<file path="config.mk">
export PLATFORM = sky130hd
export DESIGN_NAME = rcr_regs
export DESIGN_NICKNAME = d
export VERILOG_FILES = /design/src/rcr_regs_note_end.sv /design/src/rcr_pkg.sv /design/src/rcr_regs.sv /design/src/rcr_sync.sv
export SDC_FILE = /design/constraint.sdc
export NUM_CORES = 1
export LEC_CHECK = 0
export ABC_AREA = 1
export BUFFER_PORTS_ARGS = -buffer_cell sky130_fd_sc_hd__buf_2
export CAP_MARGIN = 25
export CORE_MARGIN = 4
export CORE_UTILIZATION = 45
export DETAILED_ROUTE_END_ITERATION = 10
export PLACE_DENSITY_LB_ADDON = 0.15
export REMOVE_ABC_BUFFERS = 1
export SETUP_SLACK_MARGIN = 0.4
export SYNTH_ARGS = -nofsm -noshare
export SYNTH_HDL_FRONTEND = slang
export SYNTH_SLANG_ARGS = --single-unit
</file>
<file path="constraint.sdc">
create_clock -name clk_sys_i -period 1.75 [get_ports clk_sys_i]
set_input_delay 0.175 -clock clk_sys_i [delete_from_list [all_inputs] [get_ports clk_sys_i]]
set_output_delay 0.175 -clock clk_sys_i [all_outputs]
set_load 0.03 [all_outputs]
</file>
<file path="src/rcr_regs_note_end.sv">
// Companion unit of the register bank; it holds no logic of its own.

</file>
<file path="src/rcr_pkg.sv">
// Package for the regulator configuration register bank.
package rcr_pkg;
    // Register indices as printed (byte address = index * 4).
    localparam logic [7:0] IDX_BUCK1_PROT  = 8'h47;
    localparam logic [7:0] IDX_BUCK2_MODE  = 8'h48;
    localparam logic [7:0] IDX_BUCK2_PROT  = 8'h49;
    localparam logic [7:0] IDX_BUCK3_MODE  = 8'h4A;
    localparam logic [7:0] IDX_BUCK3_PROT  = 8'h4B;
    localparam logic [7:0] IDX_LIN0_VOLT   = 8'h50;
    localparam logic [7:0] IDX_LIN0_CTRL   = 8'h51;
    localparam logic [7:0] IDX_LIN1_VOLT   = 8'h52;
    localparam int         NUM_REGS        = 8;
    localparam int         ADDR_W          = 12;
    // Protection register fields.
    localparam int         BO_LEVEL_LSB    = 6;
    localparam int         BO_HYST_LSB     = 4;
    localparam int         BO_SPEED_LSB    = 1;
    localparam int         OV_LEVEL_BIT    = 0;
    // Mode register fields.
    localparam int         DIS_DISABLE_BIT = 1;
    localparam int         FPWM_BIT        = 0;
    // Linear regulator control fields.
    localparam int         CLAMP_BIT       = 7;
    localparam int         LOWPWR_BIT      = 6;
    localparam int         PGOOD_BIT       = 3;
    localparam int         DISCH_BIT       = 1;
    localparam int         RAMP_BIT        = 0;
    localparam int         VCODE_W         = 6;
    // Writable bit masks per register; the rest hold no state.
    localparam logic [7:0] MASK_PROT       = 8'hF7;
    localparam logic [7:0] MASK_MODE       = 8'h03;
    localparam logic [7:0] MASK_VOLT       = 8'h3F;
    localparam logic [7:0] MASK_CTRL       = 8'hC3;
    // Fixed reset of the buck1 and buck3 speed fields and the buck2 and buck3 forced-PWM bits.
    localparam logic [1:0] BO_SPEED_RST    = 2'h3;
    localparam logic       FPWM_RST        = 1'b0;
    localparam logic       LOWPWR_RST      = 1'b0;
    localparam logic       CLAMP_RST       = 1'b1;
    localparam logic [1:0] RESP_OKAY       = 2'h0;
    localparam logic [1:0] RESP_SLVERR     = 2'h2;
endpackage : rcr_pkg

</file>
<file path="src/rcr_regs.sv">
// AXI4-Lite register bank configuring three bucks and two linear regulators.
//
// The AXI4-Lite slave port was chosen for this implementation.
`timescale 1ns/10ps
`default_nettype none
module rcr_regs (
    input  wire logic                        clk_sys_i,
    input  wire logic                        srst_i,
    // AXI4-Lite slave.
    input  wire logic [rcr_pkg::ADDR_W-1:0]  s_axi_awaddr_i,
    input  wire logic                        s_axi_awvalid_i,
    output logic                             s_axi_awready_o,
    input  wire logic [31:0]                 s_axi_wdata_i,
    input  wire logic [3:0]                  s_axi_wstrb_i,
    input  wire logic                        s_axi_wvalid_i,
    output logic                             s_axi_wready_o,
    output logic [1:0]                       s_axi_bresp_o,
    output logic                             s_axi_bvalid_o,
    input  wire logic                        s_axi_bready_i,
    input  wire logic [rcr_pkg::ADDR_W-1:0]  s_axi_araddr_i,
    input  wire logic                        s_axi_arvalid_i,
    output logic                             s_axi_arready_o,
    output logic [31:0]                      s_axi_rdata_o,
    output logic [1:0]                       s_axi_rresp_o,
    output logic                             s_axi_rvalid_o,
    input  wire logic                        s_axi_rready_i,
    // Factory defaults, sampled on the first clock after reset is released.
    input  wire logic [63:0]                 otp_defaults_i,
    // Analog status and converter enables (asynchronous).
    input  wire logic                        linreg0_power_good_i,
    input  wire logic [2:0]                  buck_enabled_i,
    input  wire logic                        linreg0_enabled_i,
    // Configuration to the analog blocks.
    output logic [5:0]                       buck_brownout_level_o,
    output logic [5:0]                       buck_brownout_hysteresis_o,
    output logic [5:0]                       buck_brownout_speed_o,
    output logic [2:0]                       buck_overvoltage_level_o,
    output logic [1:0]                       buck_forced_pwm_o,
    output logic [1:0]                       buck_discharge_on_o,
    output logic [5:0]                       linreg0_voltage_code_o,
    output logic [5:0]                       linreg1_voltage_code_o,
    output logic                             linreg0_clamp_enable_o,
    output logic                             linreg0_auto_lowpower_o,
    output logic                             linreg0_discharge_on_o,
    output logic                             linreg0_ramp_select_o
);
    import rcr_pkg::*;

    ////////////////////////////////////////////////////////////////////////
    // Decode helpers.

    function automatic logic [7:0] reg_index(input logic [ADDR_W-1:0] a);
        reg_index = a[9:2];
    endfunction : reg_index

    // Slot number 0..7 of a register index, or NUM_REGS when unmapped.
    function automatic logic [3:0] slot_of(input logic [7:0] idx);
        if (idx == IDX_BUCK1_PROT) slot_of = 4'h0;
        else if (idx == IDX_BUCK2_MODE) slot_of = 4'h1;
        else if (idx == IDX_BUCK2_PROT) slot_of = 4'h2;
        else if (idx == IDX_BUCK3_MODE) slot_of = 4'h3;
        else if (idx == IDX_BUCK3_PROT) slot_of = 4'h4;
        else if (idx == IDX_LIN0_VOLT) slot_of = 4'h5;
        else if (idx == IDX_LIN0_CTRL) slot_of = 4'h6;
        else if (idx == IDX_LIN1_VOLT) slot_of = 4'h7;
        else slot_of = 4'h8;
    endfunction : slot_of

    localparam logic [7:0] SLOT_MASK [NUM_REGS] = '{MASK_PROT, MASK_MODE,
        MASK_PROT, MASK_MODE, MASK_PROT, MASK_VOLT, MASK_CTRL, MASK_VOLT};

    ////////////////////////////////////////////////////////////////////////
    // Register storage, one byte per slot, masked to its real bits.

    logic [7:0] regs      [NUM_REGS];
    logic [7:0] next_regs [NUM_REGS];
    logic       otp_loaded;
    logic       next_otp_loaded;

    // Write path state.
    logic                awr_hold;
    logic [ADDR_W-1:0]   awr_addr;
    logic                wr_hold;
    logic [7:0]          wr_byte;
    logic                wr_lane0;
    logic                next_awr_hold;
    logic [ADDR_W-1:0]   next_awr_addr;
    logic                next_wr_hold;
    logic [7:0]          next_wr_byte;
    logic                next_wr_lane0;
    logic                next_bvalid;
    logic [1:0]          next_bresp;
    logic [3:0]          wr_slot;

    // Factory default byte for each slot, fixed fields forced afterwards.
    function automatic logic [7:0] reset_value(input int s,
                                               input logic [63:0] otp);
        logic [7:0] v;
        v = otp[s*8 +: 8] & SLOT_MASK[s];
        if (s == 0 || s == 4)
            v[BO_SPEED_LSB +: 2] = BO_SPEED_RST;
        if (s == 1 || s == 3)
            v[FPWM_BIT] = FPWM_RST;
        reset_value = v;
    endfunction : reset_value

    always_comb begin
        next_otp_loaded = 1'b1;
        next_awr_hold   = awr_hold;
        next_awr_addr   = awr_addr;
        next_wr_hold    = wr_hold;
        next_wr_byte    = wr_byte;
        next_wr_lane0   = wr_lane0;
        next_bvalid     = s_axi_bvalid_o;
        next_bresp      = s_axi_bresp_o;
        wr_slot         = slot_of(reg_index(awr_addr));
        next_regs       = regs;
        if (!otp_loaded) begin
            // First cycle after reset release latches factory values.
            for (int s = 0; s < NUM_REGS; s++) begin
                next_regs[s] = reset_value(s, otp_defaults_i);
            end
        end else begin
            if (s_axi_awvalid_i && s_axi_awready_o) begin
                next_awr_hold = 1'b1;
                next_awr_addr = s_axi_awaddr_i;
            end
            if (s_axi_wvalid_i && s_axi_wready_o) begin
                next_wr_hold  = 1'b1;
                next_wr_byte  = s_axi_wdata_i[7:0];
                next_wr_lane0 = s_axi_wstrb_i[0];
            end
            if (awr_hold && wr_hold && !s_axi_bvalid_o) begin
                next_awr_hold = 1'b0;
                next_wr_hold  = 1'b0;
                next_bvalid   = 1'b1;
                if (wr_slot == 4'h8) begin
                    next_bresp = RESP_SLVERR;
                end else begin
                    next_bresp = RESP_OKAY;
                    // Unbacked and status bits are dropped by the mask.
                    if (wr_lane0)
                        next_regs[wr_slot[2:0]] =
                            wr_byte & SLOT_MASK[wr_slot[2:0]];
                end
            end
            if (s_axi_bvalid_o && s_axi_bready_i)
                next_bvalid = 1'b0;
        end
    end

    always_ff @(posedge clk_sys_i) begin
        if (srst_i) begin
            regs            <= '{default: 8'h00};
            otp_loaded      <= 1'b0;
            awr_hold        <= 1'b0;
            awr_addr        <= '0;
            wr_hold         <= 1'b0;
            wr_byte         <= 8'h00;
            wr_lane0        <= 1'b0;
            s_axi_bvalid_o  <= 1'b0;
            s_axi_bresp_o   <= RESP_OKAY;
            s_axi_awready_o <= 1'b0;
            s_axi_wready_o  <= 1'b0;
        end else begin
            regs            <= next_regs;
            otp_loaded      <= next_otp_loaded;
            awr_hold        <= next_awr_hold;
            awr_addr        <= next_awr_addr;
            wr_hold         <= next_wr_hold;
            wr_byte         <= next_wr_byte;
            wr_lane0        <= next_wr_lane0;
            s_axi_bvalid_o  <= next_bvalid;
            s_axi_bresp_o   <= next_bresp;
            // Readies stay low while a write is held or answered.
            s_axi_awready_o <= !next_awr_hold && !next_bvalid;
            s_axi_wready_o  <= !next_wr_hold && !next_bvalid;
        end
    end

    ////////////////////////////////////////////////////////////////////////
    // Status synchronisers.

    logic [4:0] status_sync;

    rcr_sync #(.WIDTH(5)) u_sync (
        .clk_sys_i (clk_sys_i),
        .srst_i    (srst_i),
        .async_i   ({linreg0_power_good_i, linreg0_enabled_i,
                     buck_enabled_i}),
        .sync_o    (status_sync)
    );

    ////////////////////////////////////////////////////////////////////////
    // Read path.

    logic [31:0] next_rdata;
    logic [1:0]  next_rresp;
    logic        next_rvalid;
    logic [3:0]  rd_slot;

    always_comb begin
        next_rdata  = s_axi_rdata_o;
        next_rresp  = s_axi_rresp_o;
        next_rvalid = s_axi_rvalid_o;
        rd_slot     = slot_of(reg_index(s_axi_araddr_i));
        if (s_axi_arvalid_i && s_axi_arready_o) begin
            next_rvalid = 1'b1;
            if (rd_slot == 4'h8) begin
                next_rdata = 32'h0000_0000;
                next_rresp = RESP_SLVERR;
            end else begin
                // Reserved and unbacked bits read as zero.
                next_rdata = {24'h00_0000, regs[rd_slot[2:0]]};
                next_rresp = RESP_OKAY;
                if (rd_slot == 4'h6)
                    next_rdata[PGOOD_BIT] = status_sync[4];
            end
        end else if (s_axi_rvalid_o && s_axi_rready_i) begin
            next_rvalid = 1'b0;
        end
    end

    always_ff @(posedge clk_sys_i) begin
        if (srst_i) begin
            s_axi_rdata_o  <= 32'h0000_0000;
            s_axi_rresp_o  <= RESP_OKAY;
            s_axi_rvalid_o <= 1'b0;
            s_axi_arready_o <= 1'b0;
        end else begin
            s_axi_rdata_o  <= next_rdata;
            s_axi_rresp_o  <= next_rresp;
            s_axi_rvalid_o <= next_rvalid;
            s_axi_arready_o <= !next_rvalid;
        end
    end

    ////////////////////////////////////////////////////////////////////////
    // Configuration outputs; the analog side decodes each code.

    always_ff @(posedge clk_sys_i) begin
        if (srst_i) begin
            buck_brownout_level_o      <= 6'h00;
            buck_brownout_hysteresis_o <= 6'h00;
            buck_brownout_speed_o      <= 6'h00;
            buck_overvoltage_level_o   <= 3'h0;
            buck_forced_pwm_o          <= 2'h0;
            buck_discharge_on_o        <= 2'h0;
            linreg0_voltage_code_o     <= 6'h00;
            linreg1_voltage_code_o     <= 6'h00;
            linreg0_clamp_enable_o     <= CLAMP_RST;
            linreg0_auto_lowpower_o    <= LOWPWR_RST;
            linreg0_discharge_on_o     <= 1'b0;
            linreg0_ramp_select_o      <= 1'b0;
        end else begin
            for (int b = 0; b < 3; b++) begin
                buck_brownout_level_o[b*2 +: 2] <=
                    regs[b*2][BO_LEVEL_LSB +: 2];
                buck_brownout_hysteresis_o[b*2 +: 2] <=
                    regs[b*2][BO_HYST_LSB +: 2];
                buck_brownout_speed_o[b*2 +: 2] <=
                    regs[b*2][BO_SPEED_LSB +: 2];
                buck_overvoltage_level_o[b] <=
                    regs[b*2][OV_LEVEL_BIT];
            end
            for (int m = 0; m < 2; m++) begin
                buck_forced_pwm_o[m] <= regs[m*2+1][FPWM_BIT];
                // Resistor only on a stopped buck whose disable bit is 0.
                buck_discharge_on_o[m] <= !regs[m*2+1][DIS_DISABLE_BIT]
                    && !status_sync[m+1];
            end
            linreg0_voltage_code_o  <= regs[5][VCODE_W-1:0];
            linreg1_voltage_code_o  <= regs[7][VCODE_W-1:0];
            linreg0_clamp_enable_o  <= regs[6][CLAMP_BIT];
            linreg0_auto_lowpower_o <= regs[6][LOWPWR_BIT];
            linreg0_discharge_on_o  <= regs[6][DISCH_BIT]
                && !status_sync[3];
            linreg0_ramp_select_o   <= regs[6][RAMP_BIT];
        end
    end

    ////////////////////////////////////////////////////////////////////////
    // Checks.

    a_write_store: assert property (@(posedge clk_sys_i)
        disable iff (srst_i) (otp_loaded && awr_hold && wr_hold
        && !s_axi_bvalid_o && wr_lane0 && wr_slot == 4'h6)
        |=> (regs[6] == ($past(wr_byte) & MASK_CTRL)))
        else $error("Control register did not store masked write.");
    a_mode_upper: assert property (@(posedge clk_sys_i)
        disable iff (srst_i) otp_loaded |-> regs[3][7:4] == 4'h0)
        else $error("Buck3 mode upper bits hold state.");
    a_clamp_out: assert property (@(posedge clk_sys_i)
        disable iff (srst_i)
        otp_loaded |=> linreg0_clamp_enable_o == $past(regs[6][CLAMP_BIT]))
        else $error("Clamp enable does not follow register.");
    a_pgood_read: assert property (@(posedge clk_sys_i)
        disable iff (srst_i) (s_axi_arvalid_i && s_axi_arready_o
        && rd_slot == 4'h6)
        |=> s_axi_rdata_o[PGOOD_BIT] == $past(status_sync[4]))
        else $error("Power-good read does not match status.");
    a_buck_disch: assert property (@(posedge clk_sys_i)
        disable iff (srst_i)
        ##1 (regs[1][DIS_DISABLE_BIT] && $past(regs[1][DIS_DISABLE_BIT]))
        |-> !buck_discharge_on_o[0])
        else $error("Discharge applied while disabled by software.");
    a_lin_disch: assert property (@(posedge clk_sys_i)
        disable iff (srst_i) (otp_loaded && status_sync[3])
        |=> !linreg0_discharge_on_o)
        else $error("Linear discharge on while regulator enabled.");
    a_level_out: assert property (@(posedge clk_sys_i)
        disable iff (srst_i) otp_loaded |=> buck_brownout_level_o[1:0]
            == $past(regs[0][BO_LEVEL_LSB +: 2]))
        else $error("Brownout level does not follow register.");
    a_speed_rst: assert property (@(posedge clk_sys_i)
        $fell(srst_i) ##1 1'b1 |-> regs[0][BO_SPEED_LSB +: 2] == BO_SPEED_RST
        && regs[4][BO_SPEED_LSB +: 2] == BO_SPEED_RST)
        else $error("Buck speed fields did not reset to slow.");
    a_vcode_out: assert property (@(posedge clk_sys_i)
        disable iff (srst_i)
        otp_loaded |=> linreg1_voltage_code_o == $past(regs[7][5:0]))
        else $error("Linear voltage code does not follow register.");
endmodule : rcr_regs
`default_nettype wire

</file>
<file path="src/rcr_sync.sv">
// Two-flop synchroniser for level inputs from outside the clock domain.
`timescale 1ns/10ps
`default_nettype none
module rcr_sync #(
    parameter int WIDTH = 1
) (
    input  wire logic             clk_sys_i,
    input  wire logic             srst_i,
    input  wire logic [WIDTH-1:0] async_i,
    output logic      [WIDTH-1:0] sync_o
);
    logic [WIDTH-1:0] stage1;
    logic [WIDTH-1:0] next_stage1;
    logic [WIDTH-1:0] next_sync;

    always_comb begin
        next_stage1 = async_i;
        next_sync   = stage1;
    end

    always_ff @(posedge clk_sys_i) begin
        if (srst_i) begin
            stage1 <= '0;
            sync_o <= '0;
        end else begin
            stage1 <= next_stage1;
            sync_o <= next_sync;
        end
    end
endmodule : rcr_sync
`default_nettype wire

</file>
Yosys cells after proc, flatten, opt, wreduce, memory -nomap -nowiden
Memory sizes are Yosys's and may differ from the RTL's.
Index checks and enable logic that the tools add are counted.
{"block": "word_totals", "out_inout_bits": 82, "rom_bits": 64, "word_cells": 148, "ff_bits": 178, "memories": 1}
{"block": "classes", "reduce_logical": 29, "bitwise": 5, "n_mux": 44, "order_cmp": 3, "eq_ne": 22}
{"memory": "(name not given)", "words": 8, "width": 8, "read_ports": 1, "rd_clocked_by_memory_dff": 0, "write_ports": 0, "line": "rcr_regs.sv:144", "text": "wr_byte & SLOT_MASK[wr_slot[2:0]];"}
{"operator": "two-way mux 64 bit", "count": 4}
{"operator": "equality test 8 x 7 -> 1 bit (second input constant)", "count": 16}
{"operator": "bitwise mux 64 bit", "count": 1}
{"operator": "two-way mux 4 bit", "count": 16}
{"operator": "two-way mux 8 bit", "count": 6}
{"operator": "binary-select mux 8 bit (select 3 bit)", "count": 1}
{"operator": "demux 8 bit (select 3 bit)", "count": 1}
{"operator": "logical AND 1 bit", "count": 13}
{"operator": "two-way mux 1 bit", "count": 13}
{"operator": "logical NOT 1 bit", "count": 10}
{"operator": "AND 8 bit", "count": 1}
{"operator": "equality test 4 bit (second input constant)", "count": 2}
{"operator": "greater-or-equal comparator 4 bit (second input constant)", "count": 2}
{"operator": "inverter 3 -> 4 bit", "count": 2}
{"operator": "AND reduction 2 bit", "count": 3}
{"operator": "AND reduction 3 bit", "count": 2}
{"operator": "equality test 4 x 3 -> 1 bit (second input constant)", "count": 1}
{"operator": "< comparator 4 x 1 -> 1 bit (second input constant)", "count": 1}
{"operator": "two-way mux 2 bit", "count": 2}
{"operator": "!= test 2 x 1 -> 1 bit (second input constant)", "count": 2}
{"operator": "!= test 2 bit (second input constant)", "count": 1}
{"operator": "inverter 1 bit", "count": 2}
{"operator": "OR reduction 2 bit", "count": 1}

Longest topological paths before layout
{"block": "logic_depth", "depth_word": 19, "ltp_mapped": 13, "depth_no_buf": 12}

Cells and area by module
A second synthesis with hierarchy kept.
{"block": "hier_totals", "cells_unflattened": 863, "area_unflattened_um2": 6419.9}
{"mod": "rcr_regs", "seq_area_each_um2": 2802.7, "cells_per_inst": 832, "instances": 1, "area_each_um2": 6133.4}
{"mod": "rcr_sync", "seq_area_each_um2": 200.2, "cells_per_inst": 31, "instances": 1, "area_each_um2": 286.5}

Worst setup path after synthesis
OpenSTA, ideal clock, no wires.
{"block": "synth_path", "path_kind": "register to register", "start": "register s_axi_bvalid_o", "end": "register regs[2] (netlist bit)", "arrival_time_ps": 1585, "slack_ps": 53, "path_stages_with_launch": 12, "required_time_ps": 1638, "path_buffers": 1, "cell_sequence": "dfxtp_1 > nor3_2 > inv_1 > nor2_1 > inv_1 > nor2_4 > buf_6 > nand3b_4 > nand2_2 > inv_2 > nor2_1 > nor2_1"}
{"block": "synth_between", "elab_chain_cells": 4}
{"item": "start: declaration", "line": "rcr_regs.sv:18", "text": "output logic s_axi_bvalid_o,"}
{"item": "start signal: assignment", "line": "rcr_regs.sv:173", "text": "s_axi_bvalid_o <= next_bvalid;"}
{"item": "logical NOT 1 bit", "line": "rcr_regs.sv:133", "text": "if (awr_hold && wr_hold && !s_axi_bvalid_o) begin"}
{"item": "logical AND 1 bit", "line": "rcr_regs.sv:133"}
{"item": "!= test 2 x 1 -> 1 bit (no line)"}
{"item": "AND reduction 3 bit (no line)"}
{"item": "end signal: assignment", "line": "rcr_regs.sv:166", "text": "regs <= next_regs;"}
{"item": "end: declaration", "line": "rcr_regs.sv:75", "text": "logic [7:0] regs [NUM_REGS];"}
No other way between the ends.
A chain may end at the register's enable or synchronous reset.

Final worst setup path
{"block": "layout_path", "start": "register awr_addr[7]", "end": "register regs[5] (netlist bit)"}
{"block": "layout_between", "elab_chain_cells": 19, "word_cells_on_any_way": 34, "cone_classes": "2 x order compare; 10 x eq/ne; 17 x mux; 2 x bitwise; 2 x reduce/logical; 1 x memory"}
{"item": "start: declaration", "line": "rcr_regs.sv:82", "text": "logic [ADDR_W-1:0] awr_addr;"}
{"item": "start signal: assignment", "line": "rcr_regs.sv:169", "text": "awr_addr <= next_awr_addr;"}
{"item": "equality test 8 x 7 -> 1 bit", "line": "rcr_regs.sv:65", "text": "else if (idx == IDX_LIN1_VOLT) slot_of = 4'h7;"}
{"item": "two-way mux 4 bit", "line": "rcr_regs.sv:65"}
{"item": "two-way mux 4 bit", "line": "rcr_regs.sv:64", "text": "else if (idx == IDX_LIN0_CTRL) slot_of = 4'h6;"}
{"item": "two-way mux 4 bit", "line": "rcr_regs.sv:63", "text": "else if (idx == IDX_LIN0_VOLT) slot_of = 4'h5;"}
{"item": "two-way mux 4 bit", "line": "rcr_regs.sv:62", "text": "else if (idx == IDX_BUCK3_PROT) slot_of = 4'h4;"}
{"item": "two-way mux 4 bit", "line": "rcr_regs.sv:61", "text": "else if (idx == IDX_BUCK3_MODE) slot_of = 4'h3;"}
{"item": "two-way mux 4 bit", "line": "rcr_regs.sv:60", "text": "else if (idx == IDX_BUCK2_PROT) slot_of = 4'h2;"}
{"item": "two-way mux 4 bit", "line": "rcr_regs.sv:59", "text": "else if (idx == IDX_BUCK2_MODE) slot_of = 4'h1;"}
{"item": "[3 not listed]"}
{"item": "logical AND 1 bit (implied by the code) or two-way mux 8 bit (tied branches)", "line": "rcr_regs.sv:143, rcr_regs.sv:144"}
{"item": "two-way mux 8 bit, on equally long branches", "line": "rcr_regs.sv:143, rcr_regs.sv:144"}
{"item": "demux 8 bit (select 3 bit) or AND 8 bit (tied branches)", "line": "rcr_regs.sv:143, rcr_regs.sv:144"}
{"item": "bitwise mux 64 bit", "line": "rcr_regs.sv:143", "text": "next_regs[wr_slot[2:0]] ="}
{"item": "two-way mux 64 bit", "line": "rcr_regs.sv:142", "text": "if (wr_lane0)"}
{"item": "two-way mux 64 bit", "line": "rcr_regs.sv:137", "text": "if (wr_slot == 4'h8) begin"}
{"item": "two-way mux 64 bit", "line": "rcr_regs.sv:133"}
{"item": "two-way mux 64 bit", "line": "rcr_regs.sv:118", "text": "if (!otp_loaded) begin"}
Every way passes the cells marked *; elsewhere a longest branch is shown, timed or not. The select of a mux whose other input is x is not followed.

==> flow_metrics.env <==
export IMPL_core_um2=13800
export IMPL_crit_buf_inv=3
export IMPL_cp_arrival_ns=2.20
export IMPL_cp_end_kind="flip-flop"
export IMPL_crit_top_cell="nor2_4"
export IMPL_layout_drive_gt1_share_pct=30.7
export IMPL_io_buffer_count=126
export IMPL_avgViaCountPerCell=4.86
export IMPL_p_int_mw=6.23
export IMPL_max_clock_freq_ghz=0.533
export IMPL_fp_dieW_um=127
export IMPL_clockBufferDepth=2
export IMPL_routed_wl_um=17700
export IMPL_path_clk_slew_ns=0.06
export IMPL_slowest_delay_ns=0.31
export IMPL_switchingPower_mw=2.08
export IMPL_cts_buffers=17
export IMPL_p_leak_nw=3.98
export IMPL_yosysUniqueCellTypes=34
export IMPL_clock_latency_ns=0.43
export IMPL_diodes=0
export IMPL_cts_max_level=4
export IMPL_routedWlPerCell_um=14.2
export IMPL_place_ws_ns=-0.112
export IMPL_netlist_instances=870
export IMPL_crit_fanout=7
export IMPL_drc=0
export IMPL_total_power_mw=8.31
export IMPL_required_ns=2.08
export IMPL_pwr_share_clk_pct=46.4
export IMPL_cp_slowest_cell="dfxtp_2"
export IMPL_layout_setup_ws_ns=-0.127
export IMPL_rows=43
export IMPL_ys_ff_latch=148
export IMPL_yosys_warnings=0
export IMPL_dr_pass1_iters=5
export IMPL_status="complete, but fails checks"
export IMPL_syn_area_um2=6330
export IMPL_drv_cap=0
export IMPL_tritoncts="yes"
export IMPL_overflow=0
export IMPL_ctsRootBufferMaster="clkbuf_16"
export IMPL_p_seq_share_pct=43.1
export IMPL_min_path_type="primary input to flip-flop"
export IMPL_first_global_vias=5496
export IMPL_final_min_clock_period_ns=1.88
export IMPL_ant_nets=0
export IMPL_pwr_share_comb_pct=10.5
export IMPL_slew_violations=0
export IMPL_startpoint_type="flip-flop"
export IMPL_start_util_pct=45.8
export IMPL_cts_sinks=148
export IMPL_nNetsFinal=1192
export IMPL_p_sw_share_pct=25.1
export IMPL_min_period_over_period_pct=107
export IMPL_final_hold_viol_count=0
export IMPL_synthToLayoutAreaGrowth_pct=35.5
export IMPL_die_area_um2=16000
export IMPL_hpwl_um=12600
export IMPL_track_usage_pct=21.3
export IMPL_antenna_found_initial=0
export IMPL_powerDensity_nw_per_um2=969
export IMPL_dr_first_iter_drc_count=340
export IMPL_cp_cell_sequence="inv_2 -> nand4_1 -> nor2_2 -> nand2_2 -> nand2_2 -> nor2_4 -> nor2_4 -> buf_6 -> nand3b_4 -> nand2_4 -> inv_6 -> nor2_4 -> nor2_1"
export IMPL_hold_ws_ns=0.0166
export IMPL_ys_seq_area_share_pct=46.8
export IMPL_rsz0062_at_grt="true"
export IMPL_setup_violations=43
export IMPL_vias=6065
export IMPL_num_io_pins=218
export IMPL_violations="negative setup slack"
export IMPL_avgSynthCellArea_um2=7.27
export IMPL_die_y_um=127
export IMPL_critical_path_class="flip-flop to flip-flop"
export IMPL_gp_congestion=0.842
export IMPL_finalClockSkew_ns=0.00498
export IMPL_grt_max_degree=40
export IMPL_grt_pass1_wl_um=27100
export IMPL_vdd_drop_max_uv=655
export IMPL_crit_family="simple AND/OR/NAND/NOR gates"
## kinds of logic (layout without fill, tap and decap cells)
group	Yosys count	count (layout)	share of synthesized area [%]
and+or+nand+nor	398	398	28.1
buffers and inverters	195	369	13.4
DFF	148	148	46.8
AOI/OAI and AO/OA	128	128	11.6
other	1	26	0.0593
## power by group through the flow
stage	clock network [mW]	registers, mW	logic, mW
2_1_floorplan	0	3.74	0.380
3_3_place_gp	0	3.65	0.791
3_5_place_dp	0	3.65	0.797
4_1_cts	3.91	3.58	0.820
5_1_grt	4.08	3.59	0.956
6_report	3.86	3.58	0.869
## synth_stat cells
cell	instances	area, µm²
a21oi_1	42	210
a21oi_2	1	8.76
a31oi_1	4	25.0
and3_1	1	6.26
buf_1	3	11.3
buf_2	8	40.0
buf_4	26	195
buf_6	1	11.3
clkbuf_1	23	86.3
clkinv_1	3	11.3
conb_1	1	3.75
dfxtp_1	148	2960
inv_1	121	454
inv_2	9	33.8
inv_4	1	6.26
nand2_1	152	571
nand2_2	5	31.3
nand2_4	3	33.8
nand3_1	70	350
nand3_2	1	10.0
nand3b_4	1	20.0
nand4_1	20	125
nor2_1	115	432
nor2_2	4	25.0
nor2_4	3	33.8
nor2_8	1	20.0
nor3_1	20	100
nor3_2	2	20.0
o211ai_1	20	150
o21a_1	6	45.0
o21ai_0	42	210
o21ai_1	8	40.0
o21ai_2	2	17.5
o41ai_1	3	26.3
## final timing paths
| path | endpoint | slack, ns | from | cells past startpoint |
|---|---|---|---|---|
| min | awr_addr[6]$_SDFFE_PP0P_ | 0.02 | s_axi_awaddr_i[6] | 3 |
| max | regs[5]$_SDFFE_PP0P_ | -0.13 | awr_addr[7]$_SDFFE_PP0P_ | 13 |
| max reg2reg | regs[5]$_SDFFE_PP0P_ | -0.13 | awr_addr[7]$_SDFFE_PP0P_ | 13 |
| min reg2reg | buck_discharge_on_o[0]$_SDFF_PP0_ | 0.39 | u_sync.sync_o[1]$_SDFF_PP0_ | 1 |
## worst reg2reg max path, cell delays in order (launching register included)
cell	delay (ns)
dfxtp_2	0.31
inv_2	0.05
nand4_1	0.19
nor2_2	0.19
nand2_2	0.10
nand2_2	0.09
nor2_4	0.05
nor2_4	0.17
buf_6	0.16
nand3b_4	0.15
nand2_4	0.13
inv_6	0.06
nor2_4	0.09
nor2_1	0.04
## through the flow
| stage | std cells | TNS, ns | instance area [µm²] | util (%) |
|---|---|---|---|---|
| 2_1_floorplan | 834 | -33.94 | 6080 | - |
| 3_3_place_gp | 1195 | -0.479 | 7400 | 53.5 |
| 3_5_place_dp | 1195 | -0.860 | 7400 | 53.5 |
| 4_1_cts | 1236 | -0.503 | 8200 | 59.3 |
| 5_1_grt | 1249 | -8.56 | 8570 | 62.0 |
| 6_report | 1249 | -2.43 | 8570 | 62.0 |
## layout by cell type, fill, tap and decap left out, drive strengths merged
cell type,n
buf,197
clkinvlp,3
nand3b,1
a21oi,43
dlygate4sd3,4
o21a,6
nand3,71
conb,26
and3,1
nand4,20
dfxtp,148
nand2,160
o21ai,52
nor2,123
o211ai,20
a31oi,4
clkinv,7
o41ai,3
inv,133
clkbuf,21
nor3,22
bufinv,4
## flip-flops by register name, summed over array words and instances (netlist names), 4 cells and up
| register | count |
|---|---|
| u_sync.next_sync | 4 |
| wr_byte | 8 |
| awr_addr | 8 |
| s_axi_rdata_o | 8 |
| buck_brownout_level_o | 6 |
| linreg0_voltage_code_o | 6 |
| buck_brownout_hysteresis_o | 6 |
| buck_brownout_speed_o | 6 |
| u_sync.sync_o | 4 |
| linreg1_voltage_code_o | 6 |
| regs | 64 |
## final cells by class
cell class              count  area (µm²)
well taps                 180         225
fillers                  1261        5260
flip-flops and latches    148        2970
clock inverters            13         180
clock buffers              19         443
multi-input cells         552        2870
repair buffers            203        1350
inverters                 134         527
## routing by layer
metal  global-route usage, %  share of wire [%]  vias to the layer above
li1                        -                  -                     3099
met3                    4.38                6.5                       28
met5                       0                  0                        -
met2                    34.7                 48                      201
met4                    8.14                2.2                        0
met1                    27.9                 43                     2737
## what timing repair did
item / CTS / global route
endpoints found under the setup margin: 65 / 79
buffers inserted: 5 / 11
cloned: 0 / 2
hold buffers: 4 / 0
endpoints found under the hold margin: 4 / 0
pin swaps: 11 / 14
gates resized for setup: 34 / 80
No activity file was read; power rests on OpenSTA's default activity.
